[config.mk]
export PLATFORM = sky130hd
export DESIGN_NAME = bsr_bank
export DESIGN_NICKNAME = d
export VERILOG_FILES = /design/src/pkg/bsr_pkg.sv /design/src/verilog/bsr_ram.sv /design/src/verilog/bsr_bank.sv
export SDC_FILE = /design/constraint.sdc
export NUM_CORES = 2
export LEC_CHECK = 0
export BUFFER_PORTS_ARGS = -buffer_cell sky130_fd_sc_hd__buf_4
export CAP_MARGIN = 5
export CORE_MARGIN = 2
export CORE_UTILIZATION = 50
export CTS_CLUSTER_SIZE = 20
export DETAILED_ROUTE_END_ITERATION = 7
export GPL_ROUTABILITY_DRIVEN = 0
export PLACE_DENSITY_LB_ADDON = 0.08
export SYNTH_ARGS = -nofsm -noshare
export SYNTH_HDL_FRONTEND = slang
export SYNTH_HIERARCHICAL = 1
export SYNTH_SLANG_ARGS = --single-unit
[constraint.sdc]
create_clock -name mclk -period 3.04 [get_ports mclk]
set_input_delay 0 -clock mclk [delete_from_list [all_inputs] [get_ports mclk]]
set_output_delay 0 -clock mclk [all_outputs]
set_load 0.01 [all_outputs]
[src/pkg/bsr_pkg.sv]
// Purpose: constants for the bank-one special register map
// Assumes: 8-bit data memory, 8-bit register address (bank bit + 7)
// Notes: offsets are byte addresses in the 00h-FFh data space
// What this block does
// - unmapped locations and bits read zero, ignore writes
// - shared registers decode same from both banks
// - program counter high part not a register
// - latch five bits, copied on low byte write
// - pin and watchdog resets use other-reset column
// - unchanged bits keep value on pin and watchdog reset
// - serial status top two bits read zero
package bsr_pkg;
   localparam logic [7:0] A_INDIRECT  = 8'h80;
   localparam logic [7:0] A_OPTION    = 8'h81;
   localparam logic [7:0] A_PCL       = 8'h82;
   localparam logic [7:0] A_STATUS    = 8'h83;
   localparam logic [7:0] A_POINTER   = 8'h84;
   localparam logic [7:0] A_TRIS_A    = 8'h85;
   localparam logic [7:0] A_TRIS_B    = 8'h86;
   localparam logic [7:0] A_TRIS_C    = 8'h87;
   localparam logic [7:0] A_PROGRAM_COUNTER_HIGH_LATCH    = 8'h8A;
   localparam logic [7:0] A_INTCTL    = 8'h8B;
   localparam logic [7:0] A_PIE       = 8'h8C;
   localparam logic [7:0] A_PWRCAUSE  = 8'h8E;
   localparam logic [7:0] A_T2PER     = 8'h92;
   localparam logic [7:0] A_SLVADDR   = 8'h93;
   localparam logic [7:0] A_SERSTAT   = 8'h94;
   localparam logic [7:0] A_ANACFG    = 8'h9F;
   localparam logic [7:0] BANK_BIT    = 8'h80;
   localparam logic [7:0] ZERO8       = 8'h00;
   localparam logic [7:0] ONES8       = 8'hFF;
   // implemented-bit masks
   localparam logic [7:0] M_TRIS_A    = 8'h3F;
   localparam logic [7:0] M_PROGRAM_COUNTER_HIGH_LATCH    = 8'h1F;
   localparam logic [7:0] M_PIE       = 8'h4F;
   localparam logic [7:0] M_PWRCAUSE  = 8'h03;
   localparam logic [7:0] M_SERSTAT   = 8'h3F;
   localparam logic [7:0] M_ANACFG    = 8'h07;
   // status: bits 7:5 and 2:0 writable, 4:3 timeout/powerdown read-only
   localparam logic [7:0] M_STAT_WR   = 8'hE7;
   localparam logic [7:0] M_STAT_FLAG = 8'h18;
   localparam logic [7:0] STAT_POR    = 8'h18;
   localparam logic [7:0] M_STAT_KEEP = 8'h07;
   localparam logic [7:0] M_INT_KEEP  = 8'h01;
   localparam logic [7:0] PWR_POR     = 8'h00;
   // reset causes
   typedef enum logic [1:0]
   {
      BSR_RST_POWER = 2'h0,
      BSR_RST_BROWN = 2'h1,
      BSR_RST_PIN   = 2'h3,
      BSR_RST_WDOG  = 2'h2
   } bsr_cause_t;
endpackage

[src/verilog/bsr_ram.sv]
`timescale 1ns/1ps
// Purpose: general-purpose data byte storage behind the indirect window
// Assumes: flip-flop storage, index addressed, same clock as the bank
// Notes: contents are unknown-free zero after every reset, whatever the cause
module bsr_ram
   import bsr_pkg::*;
(
   // clock and reset
   input  wire logic       mclk,
   input  wire logic       nrst,
   // access port
   input  wire logic       we,
   input  wire logic [6:0] idx,
   input  wire logic [7:0] wdata,
   output      logic [7:0] rdata
);
   logic [7:0] mem_q [128];

   // plain byte store; read is combinational, the caller registers it
   always_ff @(posedge mclk or negedge nrst)
   begin
      if (!nrst)
      begin
         for (int i = 0; i < 128; i++)
            mem_q[i] <= ZERO8;
      end
      else if (we)
         mem_q[idx] <= wdata;
   end

   assign rdata = mem_q[idx];
endmodule

[src/verilog/bsr_bank.sv]
// Decided for this implementation: the plain strobed port.
`timescale 1ns/1ps
// Purpose: bank-one special register file with indirect window
// Assumes: reg_addr bit 7 is the bank bit; status/pointer etc shared
// Notes: power-up vs other resets chosen by rst_cause at reset release
module bsr_bank
   import bsr_pkg::*;
(
   // clock and reset
   input  wire logic       mclk,
   input  wire logic       nrst,
   // reset cause, sampled on the first edge after release
   input  wire logic [1:0] rst_cause,
   // register port
   input  wire logic [7:0] reg_addr,
   input  wire logic [7:0] reg_wdata,
   input  wire logic       reg_wr,
   input  wire logic       reg_rd,
   output      logic [7:0] reg_rdata,
   // core side
   input  wire logic       core_flag_we,
   input  wire logic [2:0] core_flags,
   input  wire logic       core_timeout_n,
   input  wire logic       core_powerdown_n,
   output      logic [12:0] program_counter,
   // control outputs to peripherals
   output      logic [7:0] option_cfg,
   output      logic [5:0] port_a_dir,
   output      logic [7:0] port_b_dir,
   output      logic [7:0] port_c_dir,
   output      logic [7:0] int_ctl,
   output      logic [7:0] periph_irq_en,
   output      logic [7:0] timer2_period,
   output      logic [7:0] serial_addr,
   output      logic [2:0] analog_cfg,
   // serial status bits set by the serial unit
   input  wire logic       ser_stat_we,
   input  wire logic [5:0] ser_stat_in
);
   logic [7:0]  option_q, pcl_q, status_q, ptr_q, port_a_direction_q, port_b_direction_q;
   logic [7:0]  port_c_direction_q, program_counter_high_latch_q, intc_q, pie_q, pwr_q, pr2_q;
   logic [7:0]  sadd_q, sstat_q, acfg_q, rdata_q;
   logic [4:0]  pc_hi_q;
   logic        init_q;
   logic [7:0]  dec_addr, ram_rdata, rd_d;
   logic        cold;
   logic        ram_we;

   // fold both banks onto one decode; unmapped bank-0 rows miss below
   function automatic logic [7:0] fold(input logic [7:0] a);
      fold = a | BANK_BIT;
   endfunction

   function automatic logic hit(input logic [7:0] a, input logic [7:0] r);
      hit = (fold(a) == r);
   endfunction

   assign dec_addr = reg_addr;
   assign cold     = (rst_cause == BSR_RST_POWER)
                   || (rst_cause == BSR_RST_BROWN);

   // indirect window: pointer low 7 bits index the byte store
   // pointer values inside the register area still land in the store;
   // a real core would route them back to the map, kept simple here
   assign ram_we = reg_wr && hit(dec_addr, A_INDIRECT);

   bsr_ram u_ram
   (
      .mclk  (mclk),
      .nrst  (nrst),
      .we    (ram_we),
      .idx   (ptr_q[6:0]),
      .wdata (reg_wdata),
      .rdata (ram_rdata)
   );

   // first edge after release applies the cause-dependent values
   always_ff @(posedge mclk or negedge nrst)
   begin
      if (!nrst)
         init_q <= 1'b1;
      else
         init_q <= 1'b0;
   end

   // status: bank bits writable, flags from core, to/pd read-only;
   // no async reset, else a warm reset would lose the kept flags.
   // init_q stays high all through reset and applies the cause values
   always_ff @(posedge mclk)
   begin
      if (init_q)
      begin
         if (cold)
            status_q <= STAT_POR;
         else
            status_q <= (status_q & M_STAT_KEEP) | M_STAT_FLAG;
      end
      else
      begin
         if (reg_wr && hit(dec_addr, A_STATUS))
            status_q <= (reg_wdata & M_STAT_WR)
                      | (status_q & M_STAT_FLAG);
         if (core_flag_we)
            status_q[2:0] <= core_flags;
         status_q[4] <= core_timeout_n;
         status_q[3] <= core_powerdown_n;
      end
   end

   // pointer: unknown on power-up (cleared here, also on brown-out), kept on pin and watchdog resets
   always_ff @(posedge mclk)
   begin
      if (init_q)
      begin
         if (cold)
            ptr_q <= ZERO8;
      end
      else if (reg_wr && hit(dec_addr, A_POINTER))
         ptr_q <= reg_wdata;
   end

   // program counter: high part only moves on a low-byte write
   always_ff @(posedge mclk or negedge nrst)
   begin
      if (!nrst)
      begin
         pcl_q    <= ZERO8;
         program_counter_high_latch_q <= ZERO8;
         pc_hi_q  <= 5'h00;
      end
      else if (init_q)
      begin
         pcl_q    <= ZERO8;
         program_counter_high_latch_q <= ZERO8;
         pc_hi_q  <= 5'h00;
      end
      else
      begin
         if (reg_wr && hit(dec_addr, A_PROGRAM_COUNTER_HIGH_LATCH))
            program_counter_high_latch_q <= reg_wdata & M_PROGRAM_COUNTER_HIGH_LATCH;
         if (reg_wr && hit(dec_addr, A_PCL))
         begin
            pcl_q   <= reg_wdata;
            pc_hi_q <= program_counter_high_latch_q[4:0];
         end
      end
   end

   // upper counter bits have no address of their own
   assign program_counter = {pc_hi_q, pcl_q};

   // interrupt control: flag bit 0 kept over pin and watchdog resets
   always_ff @(posedge mclk)
   begin
      if (init_q)
         intc_q <= cold ? ZERO8 : (intc_q & M_INT_KEEP);
      else if (reg_wr && hit(dec_addr, A_INTCTL))
         intc_q <= reg_wdata;
   end

   // power cause: both flags low after power-up or brown-out, kept on pin and watchdog resets
   always_ff @(posedge mclk)
   begin
      if (init_q)
      begin
         if (cold)
            pwr_q <= PWR_POR;
      end
      else if (reg_wr && (reg_addr == A_PWRCAUSE))
         pwr_q <= reg_wdata & M_PWRCAUSE;
   end

   // plain bank-one registers with the same value on every reset
   always_ff @(posedge mclk or negedge nrst)
   begin
      if (!nrst)
      begin
         option_q <= ONES8;
         port_a_direction_q  <= M_TRIS_A;
         port_b_direction_q  <= ONES8;
         port_c_direction_q  <= ONES8;
         pie_q    <= ZERO8;
         pr2_q    <= ONES8;
         sadd_q   <= ZERO8;
         acfg_q   <= ZERO8;
      end
      else if (init_q)
      begin
         option_q <= ONES8;
         port_a_direction_q  <= M_TRIS_A;
         port_b_direction_q  <= ONES8;
         port_c_direction_q  <= ONES8;
         pie_q    <= ZERO8;
         pr2_q    <= ONES8;
         sadd_q   <= ZERO8;
         acfg_q   <= ZERO8;
      end
      else if (reg_wr && !reg_addr[7])
      begin
         // bank-zero rows of these addresses belong elsewhere
      end
      else if (reg_wr)
      begin
         case (reg_addr)
            A_OPTION:  option_q <= reg_wdata;
            A_TRIS_A:  port_a_direction_q  <= reg_wdata & M_TRIS_A;
            A_TRIS_B:  port_b_direction_q  <= reg_wdata;
            A_TRIS_C:  port_c_direction_q  <= reg_wdata;
            A_PIE:     pie_q    <= reg_wdata & M_PIE;
            A_T2PER:   pr2_q    <= reg_wdata;
            A_SLVADDR: sadd_q   <= reg_wdata;
            A_ANACFG:  acfg_q   <= reg_wdata & M_ANACFG;
            default:   ;
         endcase
      end
   end

   // serial status: top two bits never stored
   always_ff @(posedge mclk or negedge nrst)
   begin
      if (!nrst)
         sstat_q <= ZERO8;
      else if (init_q)
         sstat_q <= ZERO8;
      else if (ser_stat_we)
         sstat_q <= {2'b00, ser_stat_in};
      else if (reg_wr && (reg_addr == A_SERSTAT))
         sstat_q <= reg_wdata & M_SERSTAT;
   end

   // read mux; every unlisted location answers zero
   always_comb
   begin
      rd_d = ZERO8;
      if (hit(dec_addr, A_INDIRECT))
         rd_d = ram_rdata;
      else if (hit(dec_addr, A_PCL))
         rd_d = pcl_q;
      else if (hit(dec_addr, A_STATUS))
         rd_d = status_q;
      else if (hit(dec_addr, A_POINTER))
         rd_d = ptr_q;
      else if (hit(dec_addr, A_PROGRAM_COUNTER_HIGH_LATCH))
         rd_d = program_counter_high_latch_q;
      else if (hit(dec_addr, A_INTCTL))
         rd_d = intc_q;
      else if (reg_addr[7])
      begin
         case (reg_addr)
            A_OPTION:   rd_d = option_q;
            A_TRIS_A:   rd_d = port_a_direction_q;
            A_TRIS_B:   rd_d = port_b_direction_q;
            A_TRIS_C:   rd_d = port_c_direction_q;
            A_PIE:      rd_d = pie_q;
            A_PWRCAUSE: rd_d = pwr_q;
            A_T2PER:    rd_d = pr2_q;
            A_SLVADDR:  rd_d = sadd_q;
            A_SERSTAT:  rd_d = sstat_q & M_SERSTAT;
            A_ANACFG:   rd_d = acfg_q;
            default:    rd_d = ZERO8;
         endcase
      end
   end

   // read data held for exactly the cycle after the strobe
   always_ff @(posedge mclk or negedge nrst)
   begin
      if (!nrst)
         rdata_q <= ZERO8;
      else if (reg_rd)
         rdata_q <= rd_d;
      else
         rdata_q <= ZERO8;
   end

   assign reg_rdata     = rdata_q;
   assign option_cfg    = option_q;
   assign port_a_dir    = port_a_direction_q[5:0];
   assign port_b_dir    = port_b_direction_q;
   assign port_c_dir    = port_c_direction_q;
   assign int_ctl       = intc_q;
   assign periph_irq_en = pie_q;
   assign timer2_period = pr2_q;
   assign serial_addr   = sadd_q;
   assign analog_cfg    = acfg_q[2:0];

   // assertions
   property p_unmapped_zero;
      @(posedge mclk) disable iff (!nrst)
      (reg_rd && (reg_addr == 8'h88 || reg_addr == 8'h9A))
         |=> (reg_rdata == ZERO8);
   endproperty
   a_unmapped_zero: assert property (p_unmapped_zero)
      else $error("unmapped read not zero");

   property p_shared_ptr;
      @(posedge mclk) disable iff (!nrst)
      (reg_wr && reg_addr == (A_POINTER & ~BANK_BIT)) ##1
      (reg_rd && reg_addr == A_POINTER)
         |=> (reg_rdata == $past(reg_wdata, 2));
   endproperty
   a_shared_ptr: assert property (p_shared_ptr)
      else $error("bank zero pointer write not seen in bank one");

   property p_pc_hi_hold;
      @(posedge mclk) disable iff (!nrst || init_q)
      (reg_wr && hit(reg_addr, A_PROGRAM_COUNTER_HIGH_LATCH) && !hit(reg_addr, A_PCL))
         |=> (program_counter[12:8] == $past(pc_hi_q));
   endproperty
   a_pc_hi_hold: assert property (p_pc_hi_hold)
      else $error("counter high moved on latch write");

   property p_pc_hi_load;
      @(posedge mclk) disable iff (!nrst || init_q)
      (reg_wr && hit(reg_addr, A_PCL))
         |=> (program_counter[12:8] == $past(program_counter_high_latch_q[4:0]));
   endproperty
   a_pc_hi_load: assert property (p_pc_hi_load)
      else $error("latch not copied on low byte write");

   property p_ser_top_zero;
      @(posedge mclk) disable iff (!nrst)
      (reg_rd && reg_addr == A_SERSTAT) |=> (reg_rdata[7:6] == 2'b00);
   endproperty
   a_ser_top_zero: assert property (p_ser_top_zero)
      else $error("serial status top bits not zero");

   property p_warm_keep;
      @(posedge mclk) disable iff (!nrst)
      (init_q && !cold) |=> (pwr_q == $past(pwr_q));
   endproperty
   a_warm_keep: assert property (p_warm_keep)
      else $error("power cause changed on warm reset");

   property p_cold_status;
      @(posedge mclk) disable iff (!nrst)
      (init_q && cold) |=> (status_q[7:5] == 3'b000 && pwr_q == PWR_POR);
   endproperty
   a_cold_status: assert property (p_cold_status)
      else $error("power reset values not applied");

   property p_indirect;
      @(posedge mclk) disable iff (!nrst)
      (reg_wr && hit(reg_addr, A_INDIRECT)) ##1
      (reg_rd && hit(reg_addr, A_INDIRECT) && $stable(ptr_q))
         |=> (reg_rdata == $past(reg_wdata, 2));
   endproperty
   a_indirect: assert property (p_indirect)
      else $error("indirect window lost the byte");
endmodule

==> run_results.csv <==
group,metric,value,unit
routing,postRouteAntennaNets,0,
placed_design,numPlacedInstances,5856,
yosys,synthFlopType,"dfrtp_1",
yosys,synth_cell_type_count,94,
timing,max-slew-margin-rel,33.8,%
die,row_count,119,
setup_path,cp_max_fo,6,
routing,detailroute.via_count,39900,
cells_and_area,syn2layout_area_growth,24.6,%
yosys,synth-async-reset-ratio,97.7,%
cells_and_area,fin_cells,6179,
yosys,dominant_cell_type_by_area_after_synthesis,"dfrtp_1",
clocking,cts-htree-levels,4,
timing,timing.final.crit_share,116,%
timing,finalHoldViolations,0,
yosys,post-synth-top-area-fraction,51.0,%
global_routing,grt_pass1_wl,281000,µm
die,initial_core_util,50.2,%
placed_design,buffer_ports.inserted,116,
timing,timing.final.max_slew_violations,0,
routing,number_of_remaining_drc_errors,0,
global_routing,grt.total_usage,35.5,%
yosys,synth_area_per_cell,12.9,µm²
setup_path,crit_required,3.67,ns
routing,drt_iter0_markers,4664,
yosys,synth_top_cells_by_area,"dfrtp_1 (51%), mux2_2 (23%), mux2i_1 (3.1%), a221oi_1 (2.4%), dfstp_2 (1.9%)",
timing,finClkSkew,0.0345,ns
yosys,synth-edff-count,24,
global_routing,globalRoute.totalOverflow,0,
routing,wl_per_cell,31.1,µm
die,die_area,108000,µm²
placed_design,place_hpwl,130000,µm
run_status,status,"finished, violations left",
yosys,synth.top_cells.by_count,"dfrtp_1 (1072), mux2_2 (1069), clkbuf_1 (224)",
timing,min_period,3.53,ns
timing,number_of_setup_violations_in_the_final_report,8,
timing,clock.fmax,284,MHz
timing,rsz0062_at_grt,"yes",
power_and_ir_drop,power-per-cell-area,518,nW/µm²
die,floorplan.die.height,328,µm
worst_hold_path,holdCritPathClass,"input pin to asynchronous set/reset pin",
yosys,postSynthRegisterBits,1137,
die,core_area,105000,µm²
clocking,cts.reportedPaths.clkPinSlew,0.06,ns
power_and_ir_drop,p_total,34.0,mW
setup_path,crit_path_max_incr_delay,0.57,ns
yosys,synthesis.yosys.warnings,6,
cells_and_area,drive_gt1_share,46.8,%
power_and_ir_drop,total_leakage_power,31.8,nW
setup_path,slowest_stage,"or4_4",
clocking,worstSkewPairLatency,0.75,ns
clocking,clk_path_buf_depth,3,
setup_path,endpoint_class_of_the_critical_path,"register",
cells_and_area,postLayoutCellArea,65600,µm²
global_routing,pin_count_of_the_biggest_net_entering_global_routing,136,
cells_and_area,top_register,"u_ram/mem_q",
yosys,netlist_instances,4081,
clocking,cts_root_buffer,"clkbuf_16",
yosys,yosysSeqAreaShare,54.4,%
setup_path,critPathArrivalTime,4.15,ns
setup_path,reg2reg_depth,10,
yosys,area_of_the_mapped_netlist,52600,µm²
global_routing,grt_antenna_before_repair,3,
yosys,yosysMostFrequentCell,"dfrtp_1",
timing,postLayoutSetupSlackWorst,-0.486,ns
job,drv_cap,0,
timing,max_slew.worst_pin.slew,0.993,ns
global_routing,grt_pass1_vias,39500,
routing,post_drt_via_cell_ratio,6.45,
die,fp.dieW,328,µm
cells_and_area,largest_register_ff_count,1024,
cells_and_area,final_nets,4722,
clocking,clock_sinks,1137,
clocking,numCtsBuffers,131,
routing,wl,192000,µm
setup_path,startpoint_type,"register",
routing,firstDrtPassIters,6,
cells_and_area,finalCoreUtilization,62.6,%
timing,finalHoldWorstSlack,0.105,ns
clocking,tritoncts,"yes",
run_status,failed_checks,"setup timing",
setup_path,crit_chain,"buf_4 > buf_16 > and3_4 > buf_4 > a222oi_1 > nor3_1 > or4_1 > or4_4 > or4b_4 > a22o_1",
placed_design,placement.cell_area,59300,µm²
setup_path,worst-setup-path-type,"register to register",
setup_path,critical_path.most_common_cell,"buf_4",
die,ios,121,
power_and_ir_drop,ir_worst_vdd,0.483,mV
==> path summary, 6_finish.rpt <==
kind,start,to,slack [ns]
setup / recovery,ptr_q[0]$_DFFE_PP_,reg_rdata[4]$_DFF_PN0_,-0.49
hold / removal,nrst,port_c_dir[5]$_DFFE_PN1P_,0.11
setup reg to reg,ptr_q[0]$_DFFE_PP_,reg_rdata[4]$_DFF_PN0_,-0.49
hold reg to reg,u_ram/mem_q[684]$_DFFE_PN0P_,u_ram/mem_q[684]$_DFFE_PN0P_,0.50
max in group asynchronous,nrst,u_ram/mem_q[268]$_DFFE_PN0P_,2.25
min in group mclk,reg_rd,reg_rdata[6]$_DFF_PN0_,0.14
==> area by class of cell <==
type	count	area (µm²)
Clock inverter	23	359
Timing Repair Buffer	811	7450
Inverter	16	72.6
Antenna cell	1	2.50
Clock buffer	210	4090
Sequential cell	1137	28600
Tap cell	1391	1740
Multi-Input combinational cell	2590	23300
Fill cell	8256	39200
==> metal layers <==
layer,GRT usage (%),wire length (µm),part of all wire (%),vias to the layer above
met5,0,11,0.0057,-
met4,15.6,9080,4.7,2
met3,6.21,16100,8.4,443
met2,53.7,86300,45,1888
met1,50.4,80800,42,21000
li1,-,-,-,16500
==> where the power goes <==
group,internal (mW),switching [mW]
logic,0.792,1.59
registers,15.2,0.0362
clock network,9.93,6.36
==> through the flow <==
step | setup WS [ns] | setup TNS (ns)
2_1_floorplan | 0.00110 | 0
3_3_place_gp | -0.784 | -3.59
3_5_place_dp | -0.804 | -3.95
4_1_cts | -0.395 | -2.16
5_1_grt | -0.504 | -2.81
6_report | -0.486 | -2.47
==> cells in the final DEF, fill, tap and decap left out, types with 76 or more instances in the layout <==
cell type / Yosys / routed
buf_12: 0 / 76
nor2_1: 220 / 209
mux2i_1: 163 / 157
buf_4: 19 / 647
dfrtp_1: 1072 / 1072
a22oi_1: 108 / 96
a221oi_1: 143 / 119
nand2_1: 180 / 174
a21oi_1: 111 / 104
mux2_2: 1069 / 1068
clkbuf_16: 0 / 141
==> critical path, delay by kind of cell (launching register included) <==
kind,cells,cell delay [ns]
compound gates,2,0.61
simple gates,5,1.92
buf+inv,3,0.47
flops,1,0.40
==> cells by family after synthesis <==
kind of cell | after synthesis | share of synthesized area, %
multiplexers | 1251 | 26.8
flip-flops | 1137 | 54.4
AO/OA/AOI/OAI | 748 | 10.6
AND/OR/NAND/NOR | 587 | 5.33
buffers and inverters | 357 | 2.94
other | 1 | 0.00712
==> what timing repair did <==
item | in CTS | in global routing
setup endpoints to repair | 20 | 11
pin swaps | 28 | 36
hold buffers | 58 | 0
setup buffers | 24 | 5
hold endpoints to repair | 1125 | 0
cloned | 4 | 1
gates resized for setup | 105 | 87
Note: power is estimated with default switching activity, not from simulation.
